**src/sig_pkg.sv**
```systemverilog
/*
  constants shared by the initiator-side bus controller and its fifo.
  assumes a 100 mhz system clock and a 16-bit wide parallel bus.
*/
package sig_pkg;
  localparam int          DATA_W      = 16;           // wide bus data lanes
  localparam int          ID_W        = 4;            // ids 0 to 15
  localparam int          FIFO_W      = 16;           // fifo word width
  localparam int          FIFO_D      = 4;            // fifo depth in words
  localparam int          CLK_NS      = 10;           // system clock period
  localparam int          RST_HOLD_NS = 25000;        // bus reset pulse length
  localparam int          RST_HOLD_CY = (RST_HOLD_NS + CLK_NS - 1) / CLK_NS;
  localparam int          SEL_TMO_NS  = 250000;       // selection timeout
  localparam int          SEL_TMO_CY  = SEL_TMO_NS / CLK_NS;
  localparam int          CNT_W       = 16;           // timer width
  localparam logic [15:0] DATA_RST    = 16'h0000;     // idle data value
endpackage

```
**src/sig_fifo.sv**
```systemverilog
/*
  small synchronous fifo with valid/ready on both sides.
  assumes one clock and a synchronous active-high reset.
*/
`timescale 1ns/10ps
module sig_fifo #(
  parameter int WIDTH = 16,  // word width
  parameter int DEPTH = 4    // number of words
) (
  input  wire logic             sys_clk,   // system clock
  input  wire logic             rst,       // sync reset, high
  input  wire logic [WIDTH-1:0] in_data,   // word in
  input  wire logic             in_valid,  // word in valid
  output logic                  in_ready,  // room available
  output logic      [WIDTH-1:0] out_data,  // word out
  output logic                  out_valid, // word out valid
  input  wire logic             out_ready  // drain accepts word
);
  localparam int AW = (DEPTH > 1) ? $clog2(DEPTH) : 1;
  logic [WIDTH-1:0] mem_reg [DEPTH];       // storage
  logic [AW-1:0]    wr_reg;                // write index
  logic [AW-1:0]    rd_reg;                // read index
  logic [AW:0]      cnt_reg;               // fill count
  wire              do_wr = in_valid && in_ready;
  wire              do_rd = out_valid && out_ready;
  logic [AW:0]      cnt_next;              // fill count after this edge
  logic             full_reg;              // registered full flag

  // full flag kept in a flop so room is a clean register output
  assign cnt_next  = cnt_reg + (AW+1)'(do_wr) - (AW+1)'(do_rd);
  assign in_ready  = !full_reg;
  assign out_valid = (cnt_reg != '0);
  assign out_data  = mem_reg[rd_reg];

  // storage write
  always_ff @(posedge sys_clk)
  begin
    if (do_wr)
      mem_reg[wr_reg] <= in_data;
  end

  // pointers and count
  always_ff @(posedge sys_clk)
  begin
    if (rst)
    begin
      wr_reg  <= '0;
      rd_reg  <= '0;
      cnt_reg <= '0;
      full_reg <= 1'b0;
    end
    else
    begin
      if (do_wr)
        wr_reg <= (wr_reg == AW'(DEPTH-1)) ? '0 : wr_reg + 1'b1;
      if (do_rd)
        rd_reg <= (rd_reg == AW'(DEPTH-1)) ? '0 : rd_reg + 1'b1;
      cnt_reg  <= cnt_next;
      full_reg <= (cnt_next == (AW+1)'(DEPTH));
    end
  end
endmodule

```
**src/sig_init.sv**
```systemverilog
/*
  initiator controller for a wired-or parallel peripheral bus: reset,
  selection, phase tracking, req/ack byte handshake, attention, parity.
  assumes pins are synchronous to sys_clk and the target obeys the
  handshake; bus lines are active high here, transceivers invert.
*/
// How it works
// - bus reset abandons everything, returns idle
// - busy is wired-or, any driver occupies bus
// - target c/d marks control versus data
// - target i/o sets transfer direction
// - i/o separates selection from reselection
// - target req announces byte, drops after ack
// - msg marks message phase, i/o picks direction
// - each lane odd parity over eight bits
// - bit 7 highest priority, msb
// - parity optional, never checked in arbitration
`timescale 1ns/10ps
module sig_init (
  input  wire logic                        sys_clk,     // system clock
  input  wire logic                        rst,         // sync reset, high
  input  wire logic                        cmd_reset,   // pulse: issue bus reset
  input  wire logic                        cmd_select,  // pulse: start selection
  input  wire logic [sig_pkg::ID_W-1:0]    own_id,      // our id
  input  wire logic [sig_pkg::ID_W-1:0]    tgt_id,      // target id
  input  wire logic                        wide_en,     // 16-bit transfers
  input  wire logic                        par_en,      // parity enable
  input  wire logic                        atn_req,     // want attention
  input  wire logic [sig_pkg::FIFO_W-1:0]  tx_data,     // outgoing word
  input  wire logic                        tx_valid,    // outgoing valid
  output logic                             tx_ready,    // fifo has room
  output logic [sig_pkg::DATA_W-1:0]       rx_data,     // incoming word
  output logic                             rx_valid,    // pulse: word received
  output logic [2:0]                       phase,       // msg,c/d,i/o latched
  output logic                             connected,   // target connected
  output logic                             sel_timeout, // pulse: no answer
  output logic                             par_error,   // pulse: parity bad
  output logic                             reselected,  // pulse: reselect seen
  input  wire logic [sig_pkg::DATA_W-1:0]  db_i,        // data lines in
  output logic [sig_pkg::DATA_W-1:0]       db_o,        // data lines out
  output logic                             db_oe,       // data drive enable
  input  wire logic [1:0]                  dbp_i,       // parity lines in
  output logic [1:0]                       dbp_o,       // parity lines out
  output logic                             dbp_oe,      // parity drive enable
  input  wire logic                        bsy_i,       // busy in
  input  wire logic                        sel_i,       // select in
  output logic                             sel_o,       // select out
  output logic                             sel_oe,      // select enable
  input  wire logic                        rst_i,       // bus reset in
  output logic                             rst_o,       // bus reset out
  output logic                             rst_oe,      // bus reset enable
  input  wire logic                        req_i,       // request from target
  input  wire logic                        cd_i,        // control/data
  input  wire logic                        io_i,        // input/output
  input  wire logic                        msg_i,       // message
  output logic                             ack_o,       // acknowledge
  output logic                             atn_o        // attention
);
  import sig_pkg::*;

  typedef enum logic [2:0] {S_IDLE, S_RESET, S_SEL, S_CONN, S_ACK} sig_st_t;

  // odd parity bit for one byte
  function automatic logic odd_par(input logic [7:0] b);
    odd_par = ~(^b);
  endfunction

  // one-hot id bit on the wide lanes
  function automatic logic [DATA_W-1:0] id_bit(input logic [ID_W-1:0] id);
    id_bit = DATA_W'(1) << id;
  endfunction

  sig_st_t             st_reg, st_next;     // controller state
  logic [CNT_W-1:0]    cnt_reg;             // reset and timeout timer
  logic [DATA_W-1:0]   db_reg;              // driven data
  logic                db_oe_reg;           // data drive
  logic [1:0]          dbp_reg;             // driven parity
  logic                sel_reg;             // select drive
  logic                rst_reg;             // reset drive
  logic                ack_reg;             // ack drive
  logic                atn_reg;             // attention drive
  logic [DATA_W-1:0]   rxd_reg;             // captured word
  logic                rxv_reg;             // capture pulse
  logic [2:0]          ph_reg;              // latched phase
  logic                tmo_reg;             // timeout pulse
  logic                perr_reg;            // parity error pulse
  logic                resel_reg;           // reselection pulse
  logic                conn_reg;            // target connected flag
  logic [FIFO_W-1:0]   f_data;              // fifo head
  logic                f_valid;             // fifo head valid

  // decode of bus state
  wire bus_reset  = rst_i;
  wire bus_busy   = bsy_i;
  wire dir_in     = io_i;
  wire is_msg     = msg_i;
  wire is_ctrl    = cd_i;
  // selection with i/o asserted is a reselection by a target
  wire resel_seen = sel_i && io_i && !sel_reg && !bus_busy;
  wire [DATA_W-1:0] sel_bits = id_bit(own_id) | id_bit(tgt_id);
  wire p_lo_bad   = dbp_i[0] != odd_par(db_i[7:0]);
  wire p_hi_bad   = wide_en && (dbp_i[1] != odd_par(db_i[15:8]));
  // only checked during information transfer, never arbitration
  wire par_bad    = par_en && dir_in && (p_lo_bad || p_hi_bad);
  wire take_out   = (st_reg == S_CONN) && req_i && !dir_in && f_valid;
  wire take_in    = (st_reg == S_CONN) && req_i && dir_in;
  wire f_pop      = take_out;
  wire [DATA_W-1:0] out_word = wide_en ? f_data : {8'h00, f_data[7:0]};
  wire [1:0]      out_par  = {odd_par(out_word[15:8]), odd_par(out_word[7:0])};

  sig_fifo #(.WIDTH(FIFO_W), .DEPTH(FIFO_D)) u_fifo (
    .sys_clk   (sys_clk),
    .rst       (rst),
    .in_data   (tx_data),
    .in_valid  (tx_valid),
    .in_ready  (tx_ready),
    .out_data  (f_data),
    .out_valid (f_valid),
    .out_ready (f_pop)
  );

  // next state
  always_comb
  begin
    st_next = st_reg;
    unique case (st_reg)
      S_IDLE:
        if (cmd_reset)
          st_next = S_RESET;
        else if (cmd_select && !bus_busy && !sel_i)
          st_next = S_SEL;
      S_RESET:
        if (cnt_reg == CNT_W'(RST_HOLD_CY - 1))
          st_next = S_IDLE;
      S_SEL:
        if (bus_busy)
          st_next = S_CONN;
        else if (cnt_reg == CNT_W'(SEL_TMO_CY - 1))
          st_next = S_IDLE;
      S_CONN:
        if (!bus_busy)
          st_next = S_IDLE;
        else if (take_out || take_in)
          st_next = S_ACK;
      S_ACK:
        if (!req_i)
          st_next = bus_busy ? S_CONN : S_IDLE;
    endcase
    if (bus_reset && st_reg != S_RESET)
      st_next = S_IDLE;
  end

  // state and timer
  always_ff @(posedge sys_clk)
  begin
    if (rst)
    begin
      st_reg  <= S_IDLE;
      cnt_reg <= '0;
    end
    else
    begin
      st_reg  <= st_next;
      cnt_reg <= (st_next != st_reg) ? '0 : cnt_reg + 1'b1;
    end
  end

  // bus drivers
  always_ff @(posedge sys_clk)
  begin
    if (rst)
    begin
      db_reg    <= DATA_RST;
      db_oe_reg <= 1'b0;
      dbp_reg   <= 2'b00;
      sel_reg   <= 1'b0;
      rst_reg   <= 1'b0;
      ack_reg   <= 1'b0;
      atn_reg   <= 1'b0;
    end
    else
    begin
      rst_reg <= (st_next == S_RESET);
      sel_reg <= (st_next == S_SEL);
      ack_reg <= (st_next == S_ACK);
      atn_reg <= atn_req && (st_next == S_SEL || st_next == S_CONN
                 || st_next == S_ACK);
      if (st_next == S_SEL)
      begin
        db_reg    <= sel_bits;
        db_oe_reg <= 1'b1;
        dbp_reg   <= {odd_par(sel_bits[15:8]), odd_par(sel_bits[7:0])};
      end
      else if (take_out)
      begin
        db_reg    <= out_word;
        db_oe_reg <= 1'b1;
        dbp_reg   <= out_par;
      end
      else if (st_next != S_ACK)
        db_oe_reg <= 1'b0;
    end
  end

  // received data and status pulses
  always_ff @(posedge sys_clk)
  begin
    if (rst)
    begin
      rxd_reg   <= DATA_RST;
      rxv_reg   <= 1'b0;
      ph_reg    <= 3'b000;
      tmo_reg   <= 1'b0;
      perr_reg  <= 1'b0;
      resel_reg <= 1'b0;
      conn_reg  <= 1'b0;
    end
    else
    begin
      rxv_reg   <= take_in;
      perr_reg  <= take_in && par_bad;
      tmo_reg   <= (st_reg == S_SEL) && (st_next == S_IDLE) && !bus_reset;
      resel_reg <= (st_reg == S_IDLE) && resel_seen;
      // connected mirrors the state so the pin comes from a flop
      conn_reg  <= (st_next == S_CONN) || (st_next == S_ACK);
      if (take_in)
        rxd_reg <= wide_en ? db_i : {8'h00, db_i[7:0]};
      if (st_reg == S_CONN)
        ph_reg <= {is_msg, is_ctrl, dir_in};
    end
  end

  // outputs straight from flops
  assign rx_data     = rxd_reg;
  assign rx_valid    = rxv_reg;
  assign phase       = ph_reg;
  assign connected   = conn_reg;
  assign sel_timeout = tmo_reg;
  assign par_error   = perr_reg;
  assign reselected  = resel_reg;
  assign db_o        = db_reg;
  assign db_oe       = db_oe_reg;
  assign dbp_o       = dbp_reg;
  assign dbp_oe      = db_oe_reg;
  assign sel_o       = sel_reg;
  assign sel_oe      = sel_reg;
  assign rst_o       = rst_reg;
  assign rst_oe      = rst_reg;
  assign ack_o       = ack_reg;
  assign atn_o       = atn_reg;
endmodule

```
**config.mk**
```make
export PLATFORM = sky130hd
export DESIGN_NAME = sig_init
export DESIGN_NICKNAME = d
export VERILOG_FILES = /design/src/sig_pkg.sv /design/src/sig_fifo.sv /design/src/sig_init.sv
export SDC_FILE = /design/constraint.sdc
export NUM_CORES = 1
export LEC_CHECK = 0
export BUFFER_PORTS_ARGS = -buffer_cell sky130_fd_sc_hd__buf_2
export CORE_MARGIN = 1
export CORE_UTILIZATION = 30
export DETAILED_ROUTE_END_ITERATION = 6
export PLACE_DENSITY = 0.59
export SYNTH_ARGS = -nofsm -noshare
export SYNTH_HDL_FRONTEND = slang
export SYNTH_SLANG_ARGS = --single-unit
```
**constraint.sdc**
```tcl
create_clock -name sys_clk -period 4.75 [get_ports sys_clk]
set_input_delay 0.2375 -clock sys_clk [delete_from_list [all_inputs] [get_ports sys_clk]]
set_output_delay 0.2375 -clock sys_clk [all_outputs]
set_load 0.02 [all_outputs]
```
# Yosys cells after proc, flatten, opt, wreduce, memory -nomap -nowiden
# Memory sizes are Yosys's and may differ from the RTL's. A register that Yosys moved wholly into a read port is not among the register bits.
# Index checks and enable logic that the tools add are counted.
dict set report classes {
  add_sub_neg 5
  n_mul 0
  div_mod_pow 0
  n_lt_le_gt_ge 0
  n_eq_ne 18
  shift 2
  muxes 26
  bitwise_logic 7
  reduce_logical 43
}
# op count
set op_table {}
lappend op_table {{$mux W16} 4}
lappend op_table {{$reduce_xor A8 Y1} 6}
lappend op_table {{$shl A1 B4 Y16 const A} 2}
lappend op_table {{$mux W3} 9}
lappend op_table {{$logic_and A1 B1 Y1} 20}
lappend op_table {{$add A16 B1 Y16 const B} 1}
lappend op_table {{$eq A16 B12 Y1 const B} 1}
lappend op_table {{$eq A16 B15 Y1 const B} 1}
lappend op_table {{$or A16 B16 Y16} 1}
lappend op_table {{$pmux W3 S5} 1}
lappend op_table {{$mux W2} 7}
lappend op_table {{$eq A3 B2 Y1 const B} 4}
lappend op_table {{$eq A3 B3 Y1 const B} 3}
lappend op_table {{$eq A3 B1 Y1 const B} 2}
lappend op_table {{$logic_not A1 Y1} 6}
lappend op_table {{$logic_not A3 Y1} 2}
lappend op_table {{$not A1 Y1} 6}
lappend op_table {{$reduce_bool A3 Y1} 2}
lappend op_table {{$logic_or A1 B1 Y1} 5}
lappend op_table {{$mux W1} 5}
lappend op_table {{$add A2 B1 Y2 const B} 2}
lappend op_table {{$eq A2 B2 Y1 const B} 2}
lappend op_table {{$add A3 B1 Y3} 1}
lappend op_table {{$ne A3 B1 Y1 const B} 1}
lappend op_table {{6 further kinds} 7}
dict set report totals {
  ff_bits 74
  latchBits 0
  mem_bits_rw 64
  rom_bits 0
  input_bits 57
  out_inout_bits 51
  wordCells 122
  memories 1
}
# memory depth word_bits rd rd_ports_with_merged_regs wr line_no
set memory_table {}
lappend memory_table {u_fifo.mem_reg 4 16 1 1 1 sig_fifo.sv:20} ;# logic [WIDTH-1:0] mem_reg [DEPTH];

# Logic depth before layout (Yosys ltp)
dict set report depth {
  depth_word 13
  ltp_mapped 13
  ltp_nobuf 10
}

# Hierarchy
# A second synthesis with hierarchy kept.
dict set report hier_totals {
  hier_cells 546
  hier_area_um2 6436.2
}
# mod instances cells_each area_each_um2
set modules_own_cells {}
lappend modules_own_cells {sig_init 1 412 3598.5}
lappend modules_own_cells {sig_fifo 1 134 2837.7}

# Worst setup path after synthesis
# OpenSTA, ideal clock, no wires.
dict set report synth_timing {
  path_type {register to register}
  start {register st_reg[1]}
  end {register u_fifo.full_reg}
  arrival_time_ps 2878
  t_required_ps 4654
  setup_slack_ps 1776
  path_stages_with_launch 14
  n_path_buf 3
  synth_period_minus_slack_ps 2974
  path_cell_list {dfxtp_1 -> buf_4 -> nand3b_1 -> nor4b_1 -> clkbuf_1 -> clkbuf_1 -> ha_1 -> inv_1 -> ha_1 -> inv_1 -> fa_1 -> xor2_1 -> xnor2_1 -> nor4b_1}
}
dict set report synth_between {
  elab_chain_cells 7
}
# element line_no
set synth_lines {}
lappend synth_lines {{from (decl)} sig_init.sv:73} ;# sig_st_t st_reg, st_next;
lappend synth_lines {{from (signal assigned)} sig_init.sv:163} ;# st_reg <= st_next;
lappend synth_lines {{$eq A3 B2 Y1} sig_init.sv:105} ;# wire take_out = (st_reg == S_CONN) && req_i && !dir_in && f_valid;
lappend synth_lines {{$logic_and A1 B1 Y1 (3 in a row)} sig_init.sv:105}
lappend synth_lines {{$logic_and A1 B1 Y1} sig_fifo.sv:25} ;# wire do_rd = out_valid && out_ready;
lappend synth_lines {{net u_fifo.do_rd} sig_fifo.sv:25}
lappend synth_lines {{$sub A3 B1 Y3} sig_fifo.sv:30} ;# assign cnt_next = cnt_reg + (AW+1)'(do_wr) - (AW+1)'(do_rd);
lappend synth_lines {{$eq A3 B3 Y1} sig_fifo.sv:59} ;# full_reg <= (cnt_next == (AW+1)'(DEPTH));
lappend synth_lines {{to (signal assigned)} sig_fifo.sv:59}
lappend synth_lines {{to (decl)} sig_fifo.sv:27} ;# logic full_reg;
# The timed path passes the listed nets, and every way through them passes these cells.
# A chain may end at the register's enable or synchronous reset.

# Final worst setup path
dict set report layout_timing {
  start {register st_reg[0]}
  end {register u_fifo.full_reg}
}
dict set report layout_between {
  elab_chain_cells 7
}
# element line_no
set layout_lines {}
lappend layout_lines {{$eq A3 B2 Y1} sig_init.sv:105}
lappend layout_lines {{$logic_and A1 B1 Y1 (3 in a row)} sig_init.sv:105}
lappend layout_lines {{$logic_and A1 B1 Y1} sig_fifo.sv:25}
lappend layout_lines {{$sub A3 B1 Y3} sig_fifo.sv:30}
lappend layout_lines {{$eq A3 B3 Y1} sig_fifo.sv:59}
# Every way passes these cells.

==> results.json <==
{
  "status": "finished, final reports clean",
  "synthesis.area_mm2": 0.00660,
  "ant_nets": 0,
  "syn_to_final_growth_pct": 20.2,
  "slowest_delay_ns": 0.69,
  "overflow": 0,
  "cap_violations": 0,
  "multi_input_area_mm2": 0.00290,
  "hp-start": "tx_data[15]",
  "slew_violations": 0,
  "fin_crit_ns": 3.19,
  "synth-main-ff-cell": "dfxtp_1",
  "cts.repair.resized": 0,
  "antenna_found_initial": 2,
  "setup.worst_path.end_class": "flop",
  "gp_routability_congestion": 0.846,
  "postSynth.asyncResetShare_pct": 0,
  "final_core_utilization_pct": 37.2,
  "grt_pass1_wl_um": 24000,
  "viasPerCell": 4.89,
  "std_cell_rows": 53,
  "clkLatencyLatePin_ns": 0.42,
  "cts_tree": "done",
  "largest_reg_flops": 64,
  "dr.pass1.iters": 5,
  "grt_max_degree": 74,
  "ys_seq_area_share_pct": 52.2,
  "crit_required_ns": 5.08,
  "seq_area_mm2": 0.00344,
  "max_slew.worst_pin.slew_ns": 1.06,
  "p_leak_nw": 2.88,
  "ys_types": 63,
  "synth-seq-cells": 140,
  "crit_start": "st_reg[0]",
  "grt_usage_pct": 14.1,
  "fmax_mhz": 313,
  "cp_slowest_cell": "dfxtp_1",
  "pre_cts_ws_ns": 1.54,
  "crit_chain": "nand3b_1 > nor4b_2 > buf_4 > ha_1 > inv_1 > ha_1 > inv_1 > fa_1 > xor2_1 > xnor2_1 > nor4b_1",
  "n_fill_cell": 2057,
  "cts.sinks": 140,
  "finalWirelength_um": 15500,
  "path_class": "flop to flop",
  "io_pins": 108,
  "post-route-period-util_pct": 67.2,
  "place.port_buffers": 107,
  "clk_pin_slew_ns": 0.07,
  "wl_per_cell_um": 16.3,
  "drt_iter0_drc": 249,
  "h-tree-depth": 4,
  "clockBufferDepth": 2,
  "hp-class": "input port to flop",
  "finClkSkew_ns": 0.0109,
  "nets": 732,
  "worst_slack_ns": 1.56,
  "synth_edf_count": 64,
  "fin_tns_setup_ns": 0,
  "vias": 4670,
  "die_area_mm2": 0.0226,
  "synth.top_cell.area_share_pct": 29.1,
  "core_mm2": 0.0213,
  "path_max_fanout": 38,
  "cts_hold_buf": 0,
  "hold_viol": 0,
  "finalSetupViolCount": 0,
  "start_util_pct": 31.0,
  "grt_pass1_vias": 4418,
  "dieWidth_um": 150,
  "cts_buffers": 17,
  "drc": 0,
  "cp-start-kind": "flop",
  "syn_nets": 642,
  "syn_area_per_cell_um2": 11.4,
  "power_density_mw_per_mm2": 513,
  "cts_root_buf": "clkbuf_16",
  "rsz0062_at_grt": "false",
  "hpwl_um": 10900,
  "max-slew-margin-rel_pct": 29.3,
  "yosys.area.top_type": "edfxtp_1",
  "die_h_um": 150,
  "drive_above_1_share_pct": 25.2,
  "ir_drop_mv": 0.380,
  "final_cell_mix": "buf_2 (107), dfxtp_1 (76), edfxtp_1 (64)",
  "final_common_cell": "buf_2",
  "rr_startpoint": "st_reg[0]",
  "synthCells": 576,
  "cts_setup_buffers": 0,
  "yosysWarningCount": 0,
  "cp_data_arrival_time_ns": 3.52,
  "synth_area_leaders": "edfxtp_1 (29%), dfxtp_1 (23%), mux4_2 (5.5%)"
}
-- area by class of cell --
class	instances	share of cell area (%)
Antenna cell	1	0.0316
Clock buffer	17	5.37
Clock inverter	15	2.35
Inverter	16	0.757
Multi-Input combinational cell	380	36.6
Sequential cell	140	43.4
Tap cell	275	4.34
Timing Repair Buffer	111	7.13
-- worst max-delay path: cells and delay by family, from the launching register on --
family / cells / cell delay (ns)
DFF: 1 / 0.69
and+or+nand+nor: 3 / 0.81
adders and majority gates: 3 / 0.80
buffers and inverters: 3 / 0.50
xor gates and xnor gates: 2 / 0.30
-- synthesized netlist by cell type, types with 9 or more instances --
master    number
clkbuf_1      23
buf_2         10
nor4_1        15
nor2b_1       23
nor4b_1        9
dfxtp_1       76
o21ai_0       17
nand2_1       37
mux4_2        16
edfxtp_1      64
xnor2_1       40
a21oi_1       35
nor2_1        28
inv_1         16
nand3_1       29
xor2_1        12
-- worst paths after layout --
kind | to | slack [ns] | cells past startpoint
worst max-delay path | u_fifo.full_reg | 1.56 | 11
worst min-delay path | u_fifo.mem_reg[0][15] | 0.03 | 1
worst max register to register | u_fifo.full_reg | 1.56 | 11
worst min register to register | rx_data[10] | 0.45 | 2
-- stage by stage --
stage                     cell area [µm²]  hold WS [ns]  total power, mW  std cells
after floorplan                      6600         0.336             2.41        576
after global placement               7310         0.439             2.72        922
after detailed placement             7310         0.446             2.72        922
after CTS                            7930        0.0112             4.10        954
after global routing                 7930       0.00987             4.28        954
final                                7930        0.0296             4.07        955
-- per-layer routing --
metal	vias to the layer above	track usage (%)	share of wire (%)
met5	-	0	0.10
met4	2	3.64	0.73
met3	12	4.58	6.3
met2	131	22.1	46
met1	2215	18.7	47
li1	2310	-	-
-- kinds of logic (layout without fill, tap and decap cells) --
kind of cell	after synthesis	count (layout)	synth area share [%]
mux	21	21	6.22
buf+inv	56	159	3.89
simple gates	190	190	16.4
xor+xnor	57	57	8.71
flops	140	140	52.2
other cells	0	1	0
compound gates	103	103	10.8
fa+ha+maj	9	9	1.82
-- power by group --
part / switching [mW] / internal, mW
combinational: 0.790 / 0.408
sequential: 0.101 / 1.40
clock: 0.539 / 0.834
total: 1.43 / 2.64
Note: power is estimated with default switching activity, not from simulation.
